### src/axzr_defines.svh
`ifndef AXZR_DEFINES_SVH
`define AXZR_DEFINES_SVH
// register byte offsets
`define AXZR_A_LINES 8'h00
`define AXZR_A_STAT  8'h04
`define AXZR_A_TGT   8'h08
`define AXZR_A_PVL   8'h10
`define AXZR_A_PVH   8'h14
`define AXZR_A_HOME  8'h20
`define AXZR_A_ERR   8'h28
`define AXZR_A_MCODE 8'h2C
// control line bit positions and width, and the mcode register clear bit
`define AXZR_B_RDY  0
`define AXZR_B_STA  1
`define AXZR_B_STC  3
`define AXZR_B_HOM  4
`define AXZR_B_STP  6
`define AXZR_B_CSTP 8
`define AXZR_B_TEST 9
`define AXZR_B_ABS  10
`define AXZR_B_AUTO 11
`define AXZR_B_SEG  12
`define AXZR_B_RES  13
`define AXZR_LINES_W 14
`define AXZR_B_MCLR 16
// reset values
`define AXZR_LINES_RST 14'h0000
// error codes
`define AXZR_E_NONE   8'h00
`define AXZR_E_PV     8'h3C
`define AXZR_E_DRV    8'h46
`define AXZR_E_OPE    8'h47
`define AXZR_E_START  8'h48
`define AXZR_E_RESUME 8'h49
`define AXZR_E_HOME   8'h4A
`define AXZR_E_BUS    8'h5A
// timing
`define AXZR_CLK_MHZ 100
`define AXZR_STEP_NS 1000
`define AXZR_STEP_CYC ((`AXZR_STEP_NS * `AXZR_CLK_MHZ) / 1000)
`define AXZR_VMAX 8'h10
`define AXZR_HOME_STEPS 8'h40
`endif

### src/axzr_pkg.sv
package axzr_pkg;
  typedef enum logic [1:0] {
    AX_IDLE,
    AX_RUN,
    AX_DECEL
  } axzr_st_e;
  typedef struct packed {
    logic mcode_act;
    logic home_done;
    logic started;
    logic busy;
  } axzr_flags_s;
endpackage : axzr_pkg
### src/axzr_ctrl.sv
// Added by the designer: the register addresses and the APB slave port.
`include "axzr_defines.svh"
// Contract
// host starts home only when interlocks clear
// host issues at most two home starts; the code sets no count and refuses a home start while hdone_r or started_r is set or hload_r is clear
// test mode skips controller ready check
// host writes present value only idle
// present value needs both words, else error
// home sets value to zero point
// valid stop decelerates busy axis
// stop during deceleration keeps decelerating
// starts act on rising edge only
// ready low clears code; stops drop active
// interpolated stop on either stops both
// after point update, independent stops
// drive not ready stops axis or pair
// operation or bus error stops both
// error stops decelerate and report code
// resume only absolute with auto switching
// test mode ignores common stop line
// errors write code and raise flag
// stops while idle do nothing
module axzr_ctrl #(
  parameter int         STEP_CYC   = `AXZR_STEP_CYC,
  parameter logic [7:0] VMAX       = `AXZR_VMAX,
  parameter logic [7:0] HOME_STEPS = `AXZR_HOME_STEPS
) (
  // clock and reset
  input  wire logic        pclk,
  input  wire logic        presetn,
  // apb slave
  input  wire logic        psel,
  input  wire logic        penable,
  input  wire logic        pwrite,
  input  wire logic [7:0]  paddr,
  input  wire logic [31:0] pwdata,
  output logic      [31:0] prdata,
  output logic             pready,
  output logic             pslverr,
  // drive and fault pins
  input  wire logic        drive_ready_x,
  input  wire logic        drive_ready_y,
  input  wire logic        op_err_in,
  input  wire logic        bus_err_in,
  // pulse outputs
  output logic             step_x,
  output logic             dir_x,
  output logic             step_y,
  output logic             dir_y,
  // flags
  output logic             module_ready_flag,
  output logic             x_axis_busy_flag,
  output logic             y_axis_busy_flag,
  output logic             error_detect_flag
);

  function automatic logic sel_f(input logic [7:0] a, input logic [7:0] off);
    sel_f = (a == off);
  endfunction : sel_f

  // pin synchronisers
  logic [3:0] pin_s1_r;
  logic [3:0] pin_s2_r;
  always_ff @(posedge pclk or negedge presetn) begin
    if (!presetn) begin
      pin_s1_r <= 4'h0;
      pin_s2_r <= 4'h0;
    end else begin
      pin_s1_r <= {bus_err_in, op_err_in, drive_ready_y, drive_ready_x};
      pin_s2_r <= pin_s1_r;
    end
  end

  // step rate divider
  logic [15:0] div_r;
  wire         tick = (div_r == 16'(STEP_CYC - 1));
  always_ff @(posedge pclk or negedge presetn) begin
    if (!presetn) begin
      div_r <= 16'h0000;
    end else begin
      div_r <= tick ? 16'h0000 : div_r + 16'h0001;
    end
  end

  // apb decode
  wire wr     = psel & penable & pwrite;
  wire s_line = sel_f(paddr, `AXZR_A_LINES);
  wire s_stat = sel_f(paddr, `AXZR_A_STAT);
  wire s_err  = sel_f(paddr, `AXZR_A_ERR);
  wire s_mc   = sel_f(paddr, `AXZR_A_MCODE);

  logic [`AXZR_LINES_W-1:0] lines_r;
  logic [`AXZR_LINES_W-1:0] lines_q_r;
  logic                     rdy_r;
  logic                     edf_r;
  logic                     interp_r;
  logic [31:0]              prdata_r;

  wire [`AXZR_LINES_W-1:0] rise = lines_r & ~lines_q_r;
  wire test    = lines_r[`AXZR_B_TEST];
  wire c_rdy   = lines_r[`AXZR_B_RDY];
  wire res_en  = lines_r[`AXZR_B_ABS] & lines_r[`AXZR_B_AUTO];
  wire sys_err = pin_s2_r[2] | pin_s2_r[3];
  wire erst    = wr & s_err & pwdata[0];
  wire mclr_w  = wr & s_mc & pwdata[`AXZR_B_MCLR];

  // per axis signals
  axzr_pkg::axzr_st_e    st_r      [2];
  axzr_pkg::axzr_flags_s fl        [2];
  logic [31:0]           pv_r      [2];
  logic [31:0]           tgt_r     [2];
  logic [31:0]           home_r    [2];
  logic [15:0]           plo_r     [2];
  logic [7:0]            spd_r     [2];
  logic [7:0]            hcnt_r    [2];
  logic [7:0]            err_r     [2];
  logic [7:0]            ecode     [2];
  logic [7:0]            mdata_r   [2];
  logic [7:0]            mcode_r   [2];
  logic [1:0]            busy;
  logic [1:0]            ok;
  logic [1:0]            go;
  logic [1:0]            hgo;
  logic [1:0]            sbad;
  logic [1:0]            hstop;
  logic [1:0]            drv_nr;
  logic [1:0]            stop_req;
  logic [1:0]            stev;
  logic [1:0]            pverr;
  logic [1:0]            eev;
  logic [1:0]            pu;
  logic [1:0]            homing_r;
  logic [1:0]            hdone_r;
  logic [1:0]            hload_r;
  logic [1:0]            started_r;
  logic [1:0]            mact_r;
  logic [1:0]            plo_pend_r;
  logic [1:0]            tnew_r;
  logic [1:0]            step_r;
  logic [1:0]            dir_r;

  genvar i;
  generate
    for (i = 0; i < 2; i++) begin : g_ax
      localparam int O = 1 - i;
      wire [7:0] o_tgt = 8'(`AXZR_A_TGT + 4 * i);
      wire [7:0] o_pvl = 8'(`AXZR_A_PVL + 8 * i);
      wire [7:0] o_pvh = 8'(`AXZR_A_PVH + 8 * i);
      wire [7:0] o_hom = 8'(`AXZR_A_HOME + 4 * i);
      wire w_tgt = wr & sel_f(paddr, o_tgt);
      wire w_pvl = wr & sel_f(paddr, o_pvl);
      wire w_pvh = wr & sel_f(paddr, o_pvh);
      wire w_hom = wr & sel_f(paddr, o_hom);
      wire st_a  = rise[`AXZR_B_STA + i];
      wire st_c  = rise[`AXZR_B_STC];
      wire st_h  = rise[`AXZR_B_HOM + i];
      wire st_r2 = rise[`AXZR_B_RES];
      wire arrive = homing_r[i] ? (hcnt_r[i] == 8'h00) : (pv_r[i] == tgt_r[i]);
      wire up     = ~homing_r[i] & (tgt_r[i] > pv_r[i]);
      wire pv_ok  = w_pvh & plo_pend_r[i] & ~busy[i];
      wire mset   = (st_r[i] == axzr_pkg::AX_RUN) & ~stop_req[i] & tick & arrive
                  & ~pu[i] & ~homing_r[i];

      assign busy[i]   = (st_r[i] != axzr_pkg::AX_IDLE);
      assign drv_nr[i] = ~pin_s2_r[i];
      assign ok[i]     = rdy_r & (c_rdy | test) & ~busy[i] & ~mact_r[i] & ~drv_nr[i];
      assign go[i]     = ok[i] & (st_a | (st_c & ok[O]) | (st_r2 & res_en));
      assign hgo[i]    = ok[i] & st_h & ~go[i] & ~started_r[i] & ~hdone_r[i] & hload_r[i];
      assign sbad[i]   = (st_a | st_c | st_h | st_r2) & ~go[i] & ~hgo[i];
      assign hstop[i]  = lines_r[`AXZR_B_STP + i] | (lines_r[`AXZR_B_CSTP] & ~test);
      assign stop_req[i] = busy[i] & (hstop[i] | drv_nr[i] | sys_err
                         | (interp_r & (hstop[O] | drv_nr[O])));
      assign stev[i]   = stop_req[i] & (st_r[i] == axzr_pkg::AX_RUN);
      assign pverr[i]  = (w_pvl & plo_pend_r[i]) | (w_pvh & ~plo_pend_r[i])
                       | (w_pvh & busy[i]);
      assign pu[i]     = tick & (st_r[i] == axzr_pkg::AX_RUN) & ~stop_req[i] & arrive
                       & ~homing_r[i] & lines_r[`AXZR_B_AUTO] & tnew_r[i];
      assign eev[i]    = pverr[i] | sbad[i]
                       | (stev[i] & (drv_nr[i] | sys_err | (interp_r & drv_nr[O])));
      assign ecode[i]  = pverr[i] ? `AXZR_E_PV
                       : (sbad[i] & st_r2 & ~res_en) ? `AXZR_E_RESUME
                       : (sbad[i] & st_h) ? `AXZR_E_HOME
                       : sbad[i] ? `AXZR_E_START
                       : pin_s2_r[3] ? `AXZR_E_BUS
                       : pin_s2_r[2] ? `AXZR_E_OPE : `AXZR_E_DRV;
      assign fl[i]     = {mact_r[i], hdone_r[i], started_r[i], busy[i]};

      // host written values
      always_ff @(posedge pclk or negedge presetn) begin
        if (!presetn) begin
          tgt_r[i]      <= 32'h0000_0000;
          home_r[i]     <= 32'h0000_0000;
          hload_r[i]    <= 1'b0;
          plo_r[i]      <= 16'h0000;
          plo_pend_r[i] <= 1'b0;
          mdata_r[i]    <= 8'h00;
          err_r[i]      <= `AXZR_E_NONE;
        end else begin
          if (w_tgt) begin
            tgt_r[i] <= pwdata;
          end
          if (w_hom) begin
            home_r[i]  <= pwdata;
            hload_r[i] <= 1'b1;
          end
          if (w_pvl & ~plo_pend_r[i]) begin
            plo_r[i] <= pwdata[15:0];
          end
          plo_pend_r[i] <= w_pvh ? 1'b0 : (w_pvl | plo_pend_r[i]);
          if (wr & s_mc) begin
            mdata_r[i] <= pwdata[8*i +: 8];
          end
          err_r[i] <= eev[i] ? ecode[i] : (erst ? `AXZR_E_NONE : err_r[i]);
        end
      end

      // axis motion
      always_ff @(posedge pclk or negedge presetn) begin
        if (!presetn) begin
          st_r[i]      <= axzr_pkg::AX_IDLE;
          spd_r[i]     <= 8'h00;
          pv_r[i]      <= 32'h0000_0000;
          hcnt_r[i]    <= 8'h00;
          homing_r[i]  <= 1'b0;
          hdone_r[i]   <= 1'b0;
          started_r[i] <= 1'b0;
          tnew_r[i]    <= 1'b0;
          mact_r[i]    <= 1'b0;
          mcode_r[i]   <= 8'h00;
          step_r[i]    <= 1'b0;
          dir_r[i]     <= 1'b0;
        end else begin
          step_r[i] <= 1'b0;
          tnew_r[i] <= w_tgt | (tnew_r[i] & ~pu[i] & ~go[i]);
          if (go[i]) begin
            started_r[i] <= 1'b1;
          end else if (~lines_r[`AXZR_B_STA + i] & ~lines_r[`AXZR_B_STC]) begin
            started_r[i] <= 1'b0;
          end
          if (pv_ok) begin
            pv_r[i] <= {pwdata[15:0], plo_r[i]};
          end
          unique case (st_r[i])
            axzr_pkg::AX_IDLE: begin
              if (go[i] | hgo[i]) begin
                st_r[i]     <= axzr_pkg::AX_RUN;
                spd_r[i]    <= 8'h01;
                homing_r[i] <= hgo[i];
                hcnt_r[i]   <= HOME_STEPS;
                hdone_r[i]  <= 1'b0;
              end
            end
            axzr_pkg::AX_RUN: begin
              if (stop_req[i]) begin
                st_r[i] <= axzr_pkg::AX_DECEL;
              end else if (tick & arrive & ~pu[i]) begin
                st_r[i]  <= axzr_pkg::AX_IDLE;
                spd_r[i] <= 8'h00;
                if (homing_r[i]) begin
                  pv_r[i]    <= home_r[i];
                  hdone_r[i] <= 1'b1;
                end else begin
                  mcode_r[i] <= mdata_r[i];
                  mact_r[i]  <= (mdata_r[i] != 8'h00);
                end
              end else if (tick & ~arrive) begin
                spd_r[i]  <= (spd_r[i] < VMAX) ? spd_r[i] + 8'h01 : spd_r[i];
                pv_r[i]   <= up ? pv_r[i] + 32'h1 : pv_r[i] - 32'h1;
                hcnt_r[i] <= homing_r[i] ? hcnt_r[i] - 8'h01 : hcnt_r[i];
                step_r[i] <= 1'b1;
                dir_r[i]  <= up;
              end
            end
            axzr_pkg::AX_DECEL: begin
              if (tick & (arrive | spd_r[i] <= 8'h01)) begin
                st_r[i]  <= axzr_pkg::AX_IDLE;
                spd_r[i] <= 8'h00;
              end else if (tick) begin
                spd_r[i]  <= spd_r[i] - 8'h01;
                pv_r[i]   <= up ? pv_r[i] + 32'h1 : pv_r[i] - 32'h1;
                hcnt_r[i] <= homing_r[i] ? hcnt_r[i] - 8'h01 : hcnt_r[i];
                step_r[i] <= 1'b1;
                dir_r[i]  <= up;
              end
            end
            default: begin
              st_r[i] <= axzr_pkg::AX_IDLE;
            end
          endcase
          if (~c_rdy) begin
            mcode_r[i] <= 8'h00;
            mact_r[i]  <= 1'b0;
          end else if (stev[i] | (mclr_w & ~mset)) begin
            mact_r[i] <= 1'b0;
          end
        end
      end
    end
  endgenerate

  // shared control state
  always_ff @(posedge pclk or negedge presetn) begin
    if (!presetn) begin
      lines_r   <= `AXZR_LINES_RST;
      lines_q_r <= `AXZR_LINES_RST;
      rdy_r     <= 1'b0;
      edf_r     <= 1'b0;
      interp_r  <= 1'b0;
    end else begin
      rdy_r     <= 1'b1;
      lines_q_r <= lines_r;
      if (wr & s_line) begin
        lines_r <= pwdata[`AXZR_LINES_W-1:0];
      end
      edf_r <= (|eev) ? 1'b1 : (erst ? 1'b0 : edf_r);
      if (go[0] & go[1] & rise[`AXZR_B_STC]) begin
        interp_r <= 1'b1;
      end else if (|go) begin
        interp_r <= 1'b0;
      end else if (|pu) begin
        interp_r <= interp_r & ~lines_r[`AXZR_B_SEG];
      end
    end
  end

  // read path
  wire [7:0] rsel = paddr;
  wire hit = s_line | s_stat | s_err | s_mc | (rsel >= `AXZR_A_TGT & rsel <= `AXZR_A_PVH + 8'h08)
           | sel_f(rsel, `AXZR_A_HOME) | sel_f(rsel, `AXZR_A_HOME + 8'h04);
  wire [31:0] stat = {21'h0, interp_r, edf_r, rdy_r, fl[1], fl[0]};
  wire [31:0] rmux =
      s_line ? 32'(lines_r)
    : s_stat ? stat
    : sel_f(rsel, `AXZR_A_TGT) ? tgt_r[0]
    : sel_f(rsel, `AXZR_A_TGT + 8'h04) ? tgt_r[1]
    : sel_f(rsel, `AXZR_A_PVL) ? {16'h0, pv_r[0][15:0]}
    : sel_f(rsel, `AXZR_A_PVH) ? {16'h0, pv_r[0][31:16]}
    : sel_f(rsel, `AXZR_A_PVL + 8'h08) ? {16'h0, pv_r[1][15:0]}
    : sel_f(rsel, `AXZR_A_PVH + 8'h08) ? {16'h0, pv_r[1][31:16]}
    : sel_f(rsel, `AXZR_A_HOME) ? home_r[0]
    : sel_f(rsel, `AXZR_A_HOME + 8'h04) ? home_r[1]
    : s_err ? {16'h0, err_r[1], err_r[0]}
    : s_mc ? {14'h0, mact_r, mcode_r[1], mcode_r[0]}
    : 32'h0000_0000;

  always_ff @(posedge pclk or negedge presetn) begin
    if (!presetn) begin
      prdata_r <= 32'h0000_0000;
    end else if (psel & ~penable) begin
      prdata_r <= rmux;
    end
  end

  assign prdata            = prdata_r;
  assign pready            = 1'b1;
  assign pslverr           = psel & penable & ~hit;
  assign step_x            = step_r[0];
  assign dir_x             = dir_r[0];
  assign step_y            = step_r[1];
  assign dir_y             = dir_r[1];
  assign module_ready_flag = rdy_r;
  assign x_axis_busy_flag  = busy[0];
  assign y_axis_busy_flag  = busy[1];
  assign error_detect_flag = edf_r;

endmodule : axzr_ctrl

### config.mk
export PLATFORM = sky130hd
export DESIGN_NAME = axzr_ctrl
export DESIGN_NICKNAME = d
export VERILOG_FILES = /design/src/axzr_pkg.sv /design/src/axzr_ctrl.sv
export VERILOG_INCLUDE_DIRS = /design/src
export SDC_FILE = /design/constraint.sdc
export NUM_CORES = 1
export LEC_CHECK = 0
export BUFFER_PORTS_ARGS = -buffer_cell sky130_fd_sc_hd__buf_2
export CORE_ASPECT_RATIO = 0.6
export CORE_MARGIN = 3
export CORE_UTILIZATION = 60
export CTS_BUF_LIST = sky130_fd_sc_hd__clkbuf_4 sky130_fd_sc_hd__clkbuf_8
export DETAILED_ROUTE_END_ITERATION = 7
export GPL_TIMING_DRIVEN = 0
export PLACE_DENSITY = 0.78
export SLEW_MARGIN = 10
export SYNTH_ARGS = -nofsm -noshare
export SYNTH_HDL_FRONTEND = slang
export SYNTH_SLANG_ARGS = --single-unit
### constraint.sdc
create_clock -name pclk -period 7.7 [get_ports pclk]
set_input_delay 1.54 -clock pclk [delete_from_list [all_inputs] [get_ports pclk]]
set_output_delay 1.54 -clock pclk [all_outputs]
set_load 0.05 [all_outputs]
==> impl_metrics.tcl <==
set metrics [dict create \
    start_util_pct 61.1 \
    drive_gt1_share_pct 15.7 \
    r2r_slack_ns 1.39 \
    routedWlPerCell_um 28.3 \
    drt_first_iter_violations 3477 \
    async_flop_share_pct 100 \
    dpl_cell_area_um2 26100 \
    switching_share_pct 26.7 \
    viasPerCell 6.94 \
    dr.pass1.iters 8 \
    pwr-share-seq_pct 49.6 \
    holdBufCountCts 0 \
    criticalPathCategory "flop to flop" \
    yosysTopAreaCell "dfrtp_1" \
    leakagePower_nw 12.7 \
    place_ws_ns 1.49 \
    min_period_ns 6.31 \
    maxCapViolCount 0 \
    finalNetCount 2938 \
    grt_pass1_vias 21600 \
    h-tree-depth 2 \
    p_per_area_nw_per_um2 163 \
    power_mw 4.48 \
    most-common-layout-cells "403 x dfrtp_1, 217 x nand2_1, 192 x o21ai_0" \
    p_switching_mw 1.20 \
    coreArea_um2 40700 \
    yosys.area.top_type_share_pct 40.5 \
    status "finished, final reports clean" \
    mappedNetlistArea_um2 24900 \
    crit_required_ns 8.23 \
    gp_congestion 1.07 \
    synth_seq_cells 403 \
    cts_buffers 60 \
    yosysWarnings 0 \
    worstPathArrival_ns 6.85 \
    vias 23200 \
    clockPowerShare_pct 42.9 \
    layout_commonest_cell "dfrtp_1" \
    postLayoutCoreUtil_pct 67.4 \
    worst_skew_pair.late_latency_ns 0.69 \
    fin_crit_sh_pct 82.0 \
    min_path_type "flop to flop" \
    synth-seq-area-share_pct 40.5 \
    wl_um 94600 \
    die_w_um 269 \
    p_int_mw 3.28 \
    grt_max_degree 104 \
    critPathMaxFanout 34 \
    postSynthAreaPerCell_um2 9.60 \
    root_buffer "clkbuf_8" \
    cts_sinks 403 \
    drcViolationCount 0 \
    postRouteAntennaNets 0 \
    cts_tree "yes" \
    clk_pin_slew_ns 0.07 \
    grt_pass1_wl_um 138000 \
    tightest_slew_ns 1.38 \
    hpwl_um 72600 \
    ys_types 86 \
    syn_to_final_growth_pct 10.2 \
    fp-row-count 57 \
    setup_viol 0 \
    p_comb_share_pct 7.5 \
    relSlewSlack_pct 6.89 \
    post_cts_buffers 0 \
    yosys-top-cells-area "dfrtp_1 41%, mux2_2 8.6%, ha_1 7.6%" \
    fin_ws_ns 1.39 \
    die-area_um2 44100 \
    die_y_um 164 \
    antenna_found_initial 3 \
    cts-resized-gates 0 \
    worstSetupEndpointType "flop" \
    synth_flop_cell "dfrtp_1" \
    synth_edf_count 0 \
    peakVddDrop_mv 0.191 \
    skew_ns 0.0374 \
    stdcell_area_um2 27400 \
    ios 91 \
    grtUsageTotal_pct 42.5 \
    fmax_mhz 158 \
    clock_path_buffers 3 \
    overflow 0 \
    synthCells 2593 \
    final_max_slew_viol_count 0 \
    finalHoldViolations 0 \
    rsz0062_at_grt "no" \
    crit_path_start_kind "flop" \
    portBuffers 75 \
]
cells in the mapped netlist (8+ instances only):
cell      count
a211o_1      11
a211oi_1     22
a21o_1       69
a21oi_1     171
a221o_1      13
a221oi_1     21
a222oi_1     18
a22o_1       19
a22oi_1      46
a31oi_1      30
and2_1       12
and3_1       23
buf_1        18
buf_2        13
clkbuf_1     90
clkbuf_2     13
dfrtp_1     403
ha_1        151
inv_1       110
mux2_2      191
mux2i_1      88
nand2_1     217
nand2b_1     20
nand3_1      53
nand4_1      23
nor2_1      162
nor2b_1      35
nor3_1       46
nor4_1       10
o211ai_1     11
o21a_1        9
o21ai_0     193
o221ai_1     29
o22ai_1      50
o31ai_1      14
or2_2         8
or3_1        11
xnor2_1      46
xor2_1       24
worst max-delay path: stages (launching register included):
cell	delay, ns
dfrtp_1	0.62
inv_1	0.09
ha_1	0.30
nand4_1	0.13
or3_4	0.46
or4_4	0.59
nand2_1	0.16
a31oi_1	0.11
inv_1	0.93
ha_1	0.40
clkbuf_1	0.18
a21oi_1	0.21
nand2_1	0.11
o21ai_0	0.26
a31oi_1	0.28
a221oi_1	0.44
o21ai_0	0.23
a21o_1	0.22
a21oi_1	0.17
xor2_1	0.19
o21ai_0	0.09
state kept, by name (all words and copies together) (netlist names), 16 cells and up:
name and count:
home_r 64, pv_r 64, tgt_r 64, plo_r 32, prdata 32, div_r 16, hcnt_r 16, mcode_r 16
mdata_r 16, spd_r 16
cell families after synthesis:
family | share of synthesized area, %
fa+ha+maj | 7.75
flops | 40.5
simple gates | 12.5
other cells | 0.0151
mux | 12.2
buf+inv | 3.90
compound gates | 20.7
xor+xnor | 2.46
final timing paths:
check / start / to / cells past startpoint
min: pin_s1_r[1] / pin_s2_r[1] / 0
max in group asynchronous: presetn / home_r[56] / 3
max reg2reg: pv_r[56] / pv_r[51] / 20
min in group asynchronous: presetn / div_r[12] / 1
max: pv_r[56] / pv_r[51] / 20
min reg2reg: pin_s1_r[1] / pin_s2_r[1] / 0
power by group through the flow:
stage,Clock [mW],Sequential [mW],Combinational [mW]
6_report,1.92,2.22,0.337
4_1_cts,1.92,2.22,0.329
3_3_place_gp,0,2.26,0.310
2_1_floorplan,0,2.23,0.182
5_1_grt,2.02,2.22,0.364
3_5_place_dp,0,2.26,0.327
metal layers:
metal  track usage, %  share of wire (%)  vias up
li1                 -                  -     9903
met1             62.2                 42    11400
met2             56.8                 39     1696
met3             16.3                 16      244
met4             14.6                3.8        4
met5             1.58              0.092        -
final cells by class:
type / instances / area [um^2]
well taps: 560 / 701
plain buffers: 136 / 554
clock buffers: 94 / 1170
clock inverters: 13 / 111
multi-input cells: 1944 / 13900
flip-flops and latches: 403 / 10100
repair buffers: 80 / 523
inverters: 111 / 417
fillers: 3222 / 13300
diodes: 4 / 10.0
through the flow:
| stage | hold WS [ns] | instances | setup TNS (ns) |
|---|---|---|---|
| after global routing | 0.363 | 3341 | 0 |
| final | 0.347 | 3345 | 0 |
| after CTS | 0.352 | 3341 | 0 |
| after global placement | 0.336 | 3229 | -1150.63 |
| after detailed placement | 0.336 | 3234 | 0 |
| after floorplan | 0.331 | 2594 | 0 |
No activity file was read; power rests on OpenSTA's default activity.
